### config.mk
export PLATFORM = sky130hd
export DESIGN_NAME = gpio_port
export DESIGN_NICKNAME = d
export VERILOG_FILES = /design/src/gpio_port_pkg.sv /design/src/gpio_port.sv /design/src/gpio_pin_cell.sv /design/src/gpio_input_sync.sv
export VERILOG_INCLUDE_DIRS = /design/src
export SDC_FILE = /design/constraint.sdc
export NUM_CORES = 1
export LEC_CHECK = 0
export ABC_AREA = 1
export BUFFER_PORTS_ARGS = -buffer_cell sky130_fd_sc_hd__buf_2
export CORE_MARGIN = 2
export CORE_UTILIZATION = 35
export CTS_CLUSTER_DIAMETER = 80
export DETAILED_ROUTE_END_ITERATION = 10
export HOLD_SLACK_MARGIN = 0.08
export SETUP_SLACK_MARGIN = 0.02
export SYNTH_ARGS = -nofsm -noshare
export SYNTH_HDL_FRONTEND = slang
export SYNTH_SLANG_ARGS = --single-unit
export TNS_END_PERCENT = 5
### constraint.sdc
create_clock -name ref_clk -period 2 [get_ports ref_clk]
set_input_delay 0.2 -clock ref_clk [delete_from_list [all_inputs] [get_ports ref_clk]]
set_output_delay 0.2 -clock ref_clk [all_outputs]
set_load 0.01 [all_outputs]
### src/gpio_port_params.svh
`ifndef GPIO_PORT_PARAMS_SVH
`define GPIO_PORT_PARAMS_SVH

`define PIN_COUNT           7
`define ADDR_LOW_PIN_CONFIG 8'hef
`define ADDR_HIGH_PIN_CONFIG 8'hee
`define ADDR_PIN_DATA       8'hf4
`define ADDR_PULLUP_ENABLE  8'hf5
`define ADDR_OPEN_DRAIN_SEL 8'hf6
`define CONFIG_RESET        8'h00
`define PULLUP_RESET        7'h00
`define OPEN_DRAIN_RESET    7'h00
`define DATA_RESET          7'h00
`define HIGH_CONFIG_MASK    8'h3f
`define PIN_REG_MASK        8'h7f
`define MODE_INPUT          2'b00
`define MODE_OUTPUT         2'b01
`define MODE_ALT_A          2'b10
`define MODE_ALT_B          2'b11

`endif

### src/gpio_port_pkg.sv
package gpio_port_pkg;

    // Register access request from the CPU register file
    typedef struct packed
    {
        logic       write;
        logic       read;
        logic [7:0] addr;
        logic [7:0] wdata;
    } reg_req_type;

    // Peripheral side signals for the alternate functions
    typedef struct packed
    {
        logic serial_data_out;
        logic serial_clock_out;
        logic timer_d0_output;
        logic timer_d1_output;
        logic [6:0] lcd_segment;
    } periph_out_type;

    typedef struct packed
    {
        logic serial_data_in;
        logic serial_clock_in;
        logic timer_d0_capture_in;
        logic timer_d0_clock_in;
        logic timer_d1_capture_in;
        logic timer_d1_clock_in;
    } periph_in_type;

endpackage

### src/gpio_port.sv
// Behaviour
// - Seven pins through data register at F4h
// - Input, output, or alternate function per pin
// - High config pins 4-6, low pins 0-3
// - Reset clears both config registers to input
// - Pins 0-3 serial, timer D0, segment alternates
// - Pins 4-6 timer clocks, timer D1, segments
// - Pin 6 field: input, output, none, segment
// - Pin 5 field: input, output, PWM, segment
// - Pin 4 field: input, output, none, segment
// - Pin 1 field: input, output, none, alternate
// - Pin 0 field: input, output, serial, segment
// - Pull-up enable at F5h, bit 7 reserved
// - Pull-up off for push-pull or alternate
// - Drive select at F6h, bit 7 reserved
`timescale 1ns/1ps
`include "gpio_port_params.svh"

module gpio_port
(
    // Clock and reset
    input  wire logic                         ref_clk,
    input  wire logic                         reset_n,
    // Register access
    input  wire gpio_port_pkg::reg_req_type   reg_req,
    output logic                   [7:0]      reg_rdata,
    // Pads
    input  wire logic              [6:0]      pad_in,
    output logic                   [6:0]      pad_out,
    output logic                   [6:0]      pad_oe,
    output logic                   [6:0]      pad_pullup,
    // Peripherals
    input  wire gpio_port_pkg::periph_out_type periph_out,
    output gpio_port_pkg::periph_in_type      periph_in
);

    logic [7:0] low_cfg_ff;
    logic [7:0] high_cfg_ff;
    logic [6:0] data_ff;
    logic [6:0] pullup_ff;
    logic [6:0] odrain_ff;
    logic [7:0] rdata_ff;
    logic [7:0] nxt_low_cfg;
    logic [7:0] nxt_high_cfg;
    logic [6:0] nxt_data;
    logic [6:0] nxt_pullup;
    logic [6:0] nxt_odrain;
    logic [7:0] nxt_rdata;
    logic [6:0] pin_level;
    logic [13:0] all_cfg;
    logic [6:0] alt_a_val;
    logic [6:0] has_alt_a;
    logic [6:0] is_input;
    logic [6:0] data_view;

    // Two-bit mode field of one pin
    function automatic logic [1:0] pin_mode(input logic [13:0] cfg,
                                            input int          pin);
        pin_mode = cfg[2*pin +: 2];
    endfunction

    // Write strobe for one register address
    function automatic logic write_hit(input gpio_port_pkg::reg_req_type req,
                                       input logic [7:0]                 addr);
        write_hit = req.write && (req.addr == addr);
    endfunction

    // Low pin configuration register
    always_comb
    begin
        nxt_low_cfg = low_cfg_ff;
        if (write_hit(reg_req, `ADDR_LOW_PIN_CONFIG))
        begin
            nxt_low_cfg = reg_req.wdata;
        end
    end

    always_ff @(posedge ref_clk)
    begin
        if (!reset_n)
        begin
            low_cfg_ff <= `CONFIG_RESET;
        end
        else
        begin
            low_cfg_ff <= nxt_low_cfg;
        end
    end

    // High pin configuration register; bits 7:6 not stored
    always_comb
    begin
        nxt_high_cfg = high_cfg_ff;
        if (write_hit(reg_req, `ADDR_HIGH_PIN_CONFIG))
        begin
            nxt_high_cfg = reg_req.wdata & `HIGH_CONFIG_MASK;
        end
    end

    always_ff @(posedge ref_clk)
    begin
        if (!reset_n)
        begin
            high_cfg_ff <= `CONFIG_RESET;
        end
        else
        begin
            high_cfg_ff <= nxt_high_cfg;
        end
    end

    // Pin data latch; drives pins in output mode
    always_comb
    begin
        nxt_data = data_ff;
        if (write_hit(reg_req, `ADDR_PIN_DATA))
        begin
            nxt_data = reg_req.wdata[6:0];
        end
    end

    always_ff @(posedge ref_clk)
    begin
        if (!reset_n)
        begin
            data_ff <= `DATA_RESET;
        end
        else
        begin
            data_ff <= nxt_data;
        end
    end

    // Pull-up enable; bit 7 not stored
    always_comb
    begin
        nxt_pullup = pullup_ff;
        if (write_hit(reg_req, `ADDR_PULLUP_ENABLE))
        begin
            nxt_pullup = reg_req.wdata[6:0];
        end
    end

    always_ff @(posedge ref_clk)
    begin
        if (!reset_n)
        begin
            pullup_ff <= `PULLUP_RESET;
        end
        else
        begin
            pullup_ff <= nxt_pullup;
        end
    end

    // Drive select; bit 7 not stored
    always_comb
    begin
        nxt_odrain = odrain_ff;
        if (write_hit(reg_req, `ADDR_OPEN_DRAIN_SEL))
        begin
            nxt_odrain = reg_req.wdata[6:0];
        end
    end

    always_ff @(posedge ref_clk)
    begin
        if (!reset_n)
        begin
            odrain_ff <= `OPEN_DRAIN_RESET;
        end
        else
        begin
            odrain_ff <= nxt_odrain;
        end
    end

    // Read side: data reads pin level for inputs, latch for others
    always_comb
    begin
        nxt_rdata = 8'h00;
        if (reg_req.read)
        begin
            case (reg_req.addr)
                `ADDR_LOW_PIN_CONFIG:
                begin
                    nxt_rdata = low_cfg_ff;
                end
                `ADDR_HIGH_PIN_CONFIG:
                begin
                    nxt_rdata = high_cfg_ff;
                end
                `ADDR_PIN_DATA:
                begin
                    nxt_rdata = {1'b0, data_view};
                end
                `ADDR_PULLUP_ENABLE:
                begin
                    nxt_rdata = {1'b0, pullup_ff};
                end
                `ADDR_OPEN_DRAIN_SEL:
                begin
                    nxt_rdata = {1'b0, odrain_ff};
                end
                default:
                begin
                    nxt_rdata = 8'h00;
                end
            endcase
        end
    end

    // Read data stands one cycle, zero otherwise
    always_ff @(posedge ref_clk)
    begin
        if (!reset_n)
        begin
            rdata_ff <= 8'h00;
        end
        else
        begin
            rdata_ff <= nxt_rdata;
        end
    end

    assign reg_rdata = rdata_ff;
    assign all_cfg   = {high_cfg_ff[5:0], low_cfg_ff};

    // Software view of pin data: live level for inputs, latch otherwise
    assign data_view = (pin_level & is_input) | (data_ff & ~is_input);

    // Alternate A sources; pins 1, 4 and 6 have none
    always_comb
    begin
        alt_a_val    = 7'h00;
        alt_a_val[0] = periph_out.serial_data_out;
        alt_a_val[2] = periph_out.serial_clock_out;
        alt_a_val[3] = periph_out.timer_d0_output;
        alt_a_val[5] = periph_out.timer_d1_output;
    end

    // Pins that own a peripheral drive in mode 10
    always_comb
    begin
        has_alt_a    = 7'h00;
        has_alt_a[0] = 1'b1;
        has_alt_a[2] = 1'b1;
        has_alt_a[3] = 1'b1;
        has_alt_a[5] = 1'b1;
    end

    // Per pin drivers and input flags
    genvar g;
    generate
        for (g = 0; g < `PIN_COUNT; g++)
        begin : pin_gen
            logic [1:0] pin_field;
            assign pin_field   = pin_mode(all_cfg, g);
            assign is_input[g] = (pin_field == `MODE_INPUT);
            gpio_pin_cell u_cell
            (
                .mode        (pin_field),
                .has_alt_a   (has_alt_a[g]),
                .open_drain  (odrain_ff[g]),
                .pullup_en   (pullup_ff[g]),
                .data_bit    (data_ff[g]),
                .alt_a_bit   (alt_a_val[g]),
                .segment_bit (periph_out.lcd_segment[g]),
                .pad_out     (pad_out[g]),
                .pad_oe      (pad_oe[g]),
                .pad_pullup  (pad_pullup[g])
            );
        end
    endgenerate

    gpio_input_sync u_sync
    (
        .ref_clk   (ref_clk),
        .reset_n   (reset_n),
        .pad_in    (pad_in),
        .pin_level (pin_level)
    );

    // Schmitt inputs reach peripherals only in input mode
    always_comb
    begin
        periph_in.serial_data_in      = pin_level[1] & is_input[1];
        periph_in.serial_clock_in     = pin_level[2] & is_input[2];
        periph_in.timer_d0_capture_in = pin_level[3] & is_input[3];
        periph_in.timer_d0_clock_in   = pin_level[4] & is_input[4];
        periph_in.timer_d1_capture_in = pin_level[5] & is_input[5];
        periph_in.timer_d1_clock_in   = pin_level[6] & is_input[6];
    end

endmodule

### src/gpio_pin_cell.sv
`timescale 1ns/1ps
`include "gpio_port_params.svh"

module gpio_pin_cell
(
    // Pin setup
    input  wire logic [1:0] mode,
    input  wire logic       has_alt_a,
    input  wire logic       open_drain,
    input  wire logic       pullup_en,
    // Data sources
    input  wire logic       data_bit,
    input  wire logic       alt_a_bit,
    input  wire logic       segment_bit,
    // Pad
    output logic            pad_out,
    output logic            pad_oe,
    output logic            pad_pullup
);

    logic drive_val;
    logic drive_on;

    always_comb
    begin
        drive_val = 1'b0;
        drive_on  = 1'b0;
        case (mode)
            `MODE_INPUT:
            begin
                drive_on = 1'b0;
            end
            `MODE_OUTPUT:
            begin
                drive_val = data_bit;
                drive_on  = 1'b1;
            end
            `MODE_ALT_A:
            begin
                drive_val = alt_a_bit;
                drive_on  = has_alt_a;
            end
            `MODE_ALT_B:
            begin
                drive_val = segment_bit;
                drive_on  = 1'b1;
            end
            default:
            begin
                drive_on = 1'b0;
            end
        endcase
        // Open drain only pulls low; alternates always push-pull
        pad_out = drive_val;
        pad_oe  = drive_on;
        if (mode == `MODE_OUTPUT && open_drain)
        begin
            pad_out = 1'b0;
            pad_oe  = ~data_bit;
        end
    end

    // Pull-up off for push-pull output or a real alternate only
    always_comb
    begin
        pad_pullup = pullup_en;
        if ((mode == `MODE_OUTPUT && !open_drain)
            || (mode == `MODE_ALT_A && has_alt_a)
            || mode == `MODE_ALT_B)
        begin
            pad_pullup = 1'b0;
        end
    end

endmodule

### src/gpio_input_sync.sv
`timescale 1ns/1ps
`include "gpio_port_params.svh"

module gpio_input_sync
(
    // Clock and reset
    input  wire logic       ref_clk,
    input  wire logic       reset_n,
    // Pad levels in and stable levels out
    input  wire logic [6:0] pad_in,
    output logic      [6:0] pin_level
);

    logic [6:0] stage_ff;
    logic [6:0] level_ff;
    logic [6:0] nxt_stage;
    logic [6:0] nxt_level;

    always_comb
    begin
        nxt_stage = pad_in;
        nxt_level = stage_ff;
    end

    always_ff @(posedge ref_clk)
    begin
        if (!reset_n)
        begin
            stage_ff <= `DATA_RESET;
            level_ff <= `DATA_RESET;
        end
        else
        begin
            stage_ff <= nxt_stage;
            level_ff <= nxt_level;
        end
    end

    assign pin_level = level_ff;

endmodule

==> impl_metrics.json <==
{
  "slew_violations": 0,
  "cts.sinks": 57,
  "final_common_cell": "buf_2",
  "start_util": 0.363,
  "setup_viol": 0,
  "max_freq_ghz": 0.655,
  "hpwl_um": 5460,
  "cp_max_fo": 4,
  "clk_latency_ns": 0.34,
  "h-tree-depth": 3,
  "reg2regPathDepth": 7,
  "rsz0062_at_grt": "false",
  "crit_type": "flip-flop to primary output",
  "hold_slack_ns": 0.157,
  "final_layout_size_suffix_gt1_frac": 0.224,
  "hold_buffers": 7,
  "clock_power_share": 0.439,
  "io_buffers": 72,
  "grt_pass1_vias": 2467,
  "grt_pass1_wl_um": 11700,
  "first_pass_iters": 4,
  "worstPathArrival_ns": 1.33,
  "syn_area_per_cell_um2": 6.85,
  "fill_cells": 860,
  "syn_area_mm2": 0.00282,
  "fin_setup_tns_ns": 0,
  "yosysUniqueCellTypes": 22,
  "syn_inst": 412,
  "die_w_um": 93.8,
  "coreArea_mm2": 0.00777,
  "p_total_mw": 2.34,
  "cp_common_cell": "o21ai_0",
  "grt_overflow": 0,
  "cts_resized": 0,
  "worstPathCellList": "inv_1 > o21ai_0 > o21ai_0 > a21oi_1 > buf_2",
  "antenna_cells": 0,
  "place_ws_ns": 0.493,
  "syn_nets": 450,
  "tightestPinTransition_ns": 0.492,
  "hold_path_class": "input port to flip-flop",
  "grt_usage": 0.174,
  "fin_crit_ns": 1.53,
  "ys_seq_area_frac": 0.404,
  "start_kind": "flip-flop",
  "via_per_inst": 4.68,
  "required_ns": 1.80,
  "timing.final.ws_setup_ns": 0.474,
  "cts_buffers": 9,
  "relSlewSlack": 0.671,
  "rows": 32,
  "wl_per_cell_um": 12.8,
  "die_y_um": 93.8,
  "power_density_mw_per_mm2": 694,
  "ir_drop_mv": 0.292,
  "yosys_warnings": 0,
  "dieArea_mm2": 0.00880,
  "clk_pin_slew_ns": 0.07,
  "drcViolationCount": 0,
  "p_switching_mw": 0.561,
  "wirelength_um": 7400,
  "num_io_pins": 73,
  "leakagePower_nw": 1.70,
  "p_comb_frac": 0.068,
  "synthToLayoutAreaGrowth_pct": 19.7,
  "p_int_mw": 1.78,
  "switching_share": 0.240,
  "postLayoutCellArea_mm2": 0.00338,
  "end_kind": "primary output",
  "place_area_mm2": 0.00312,
  "slowest_stage": "dfxtp_1",
  "cap_violations": 0,
  "seqPwrFrac": 0.492,
  "finalCritPeriodShare": 0.763,
  "post_cts_buffers": 0,
  "root_buffer": "clkbuf_8",
  "cts_tree": "yes",
  "status": "finished, final reports clean",
  "grt_max_degree": 32,
  "antenna_found_initial": 0,
  "fin_nets": 511,
  "final_cell_mix": "buf_2, nand2_1, inv_1",
  "place.gp.congestion": 0.863,
  "drtAntennaViolNets": 0,
  "drt_iter0_markers": 91,
  "clockBufferDepth": 2,
  "holdPathStages": 3,
  "finClkSkew_ns": 0.00803,
  "vias": 2715,
  "crit_path_max_incr_delay_ns": 0.38,
  "hold_viol_final": 0,
  "synth-seq-cells": 57
}
flip-flops by register name, indices dropped and copies added, names as in the netlist:
name              flops
high_cfg_ff           6
u_sync.pin_level      7
low_cfg_ff            8
u_sync.nxt_level      7
pullup_ff             7
reg_rdata             8
odrain_ff             7
data_ff               7
Yosys cell counts:
library cell	count	area, um2
buf_4	22	165
nor3_1	1	5.00
inv_1	63	236
nand3_1	26	130
buf_6	2	22.5
o21ai_0	51	255
o21ai_1	9	45.0
nand2_1	67	251
inv_2	3	11.3
a21oi_1	36	180
buf_1	1	3.75
nand2_2	3	18.8
buf_2	4	20.0
nor2_2	1	6.26
nor2_4	6	67.6
nand2_4	1	11.3
nor2_1	52	195
o21bai_1	1	7.51
nand3_4	1	17.5
clkbuf_1	3	11.3
nand3_2	2	20.0
dfxtp_1	57	1140
through the flow:
step / instances / utilization
6_report: 580 / 0.435
5_1_grt: 580 / 0.435
4_1_cts: 580 / 0.435
3_5_place_dp: 557 / 0.402
3_3_place_gp: 557 / 0.402
2_1_floorplan: 412 / -
per-layer routing:
layer	global-route usage	part of all wire	vias up	wire (um)
met5	0	0	-	0
met4	0.0809	0.018	0	132
met3	0.0369	0.054	12	400
met2	0.274	0.46	72	3370
met1	0.227	0.47	1226	3490
li1	-	-	1405	-
cell type report:
type	count	area [um2]	share of cell area
Clock buffer	10	128	0.0378
Clock inverter	6	58.8	0.0174
Inverter	66	248	0.0733
Multi-Input combinational cell	257	1210	0.358
Sequential cell	57	1140	0.338
Tap cell	102	128	0.0378
Timing Repair Buffer	82	465	0.138
logic make-up (layout without fill, tap and decap cells):
logic type | count (synthesis) | after routing | synth area share
AOI/OAI and AO/OA | 97 | 97 | 0.173
DFF | 57 | 57 | 0.404
buffers and inverters | 98 | 164 | 0.167
and+or+nand+nor | 160 | 160 | 0.256
critical path, delay by kind of cell, from the launching register on:
kind                   cells  cell delay [ns]
buffers and inverters      2             0.25
DFF                        1             0.38
AOI/OAI and AO/OA          3             0.36
power groups by stage:
stage / registers [mW] / clock network [mW] / logic, mW
floorplan: 1.18 / 0 / 0.0724
global placement: 1.18 / 0 / 0.148
detailed placement: 1.18 / 0 / 0.150
CTS: 1.15 / 1.05 / 0.161
global route: 1.15 / 1.10 / 0.179
finish: 1.15 / 1.03 / 0.160
final timing paths:
| check | slack, ns | start | to |
|---|---|---|---|
| worst max-delay path | 0.47 | low_cfg_ff[0]$_SDFFE_PN0P_ | pad_out[0] |
| worst min-delay path | 0.16 | reg_req[7] | low_cfg_ff[7]$_SDFFE_PN0P_ |
| worst max register to register | 0.81 | high_cfg_ff[0]$_SDFFE_PN0P_ | reg_rdata[4]$_SDFF_PN0_ |
| worst min register to register | 0.41 | u_sync.nxt_level[3]$_SDFF_PN0_ | u_sync.pin_level[3]$_SDFF_PN0_ |
(Power assumes the default switching activity.)
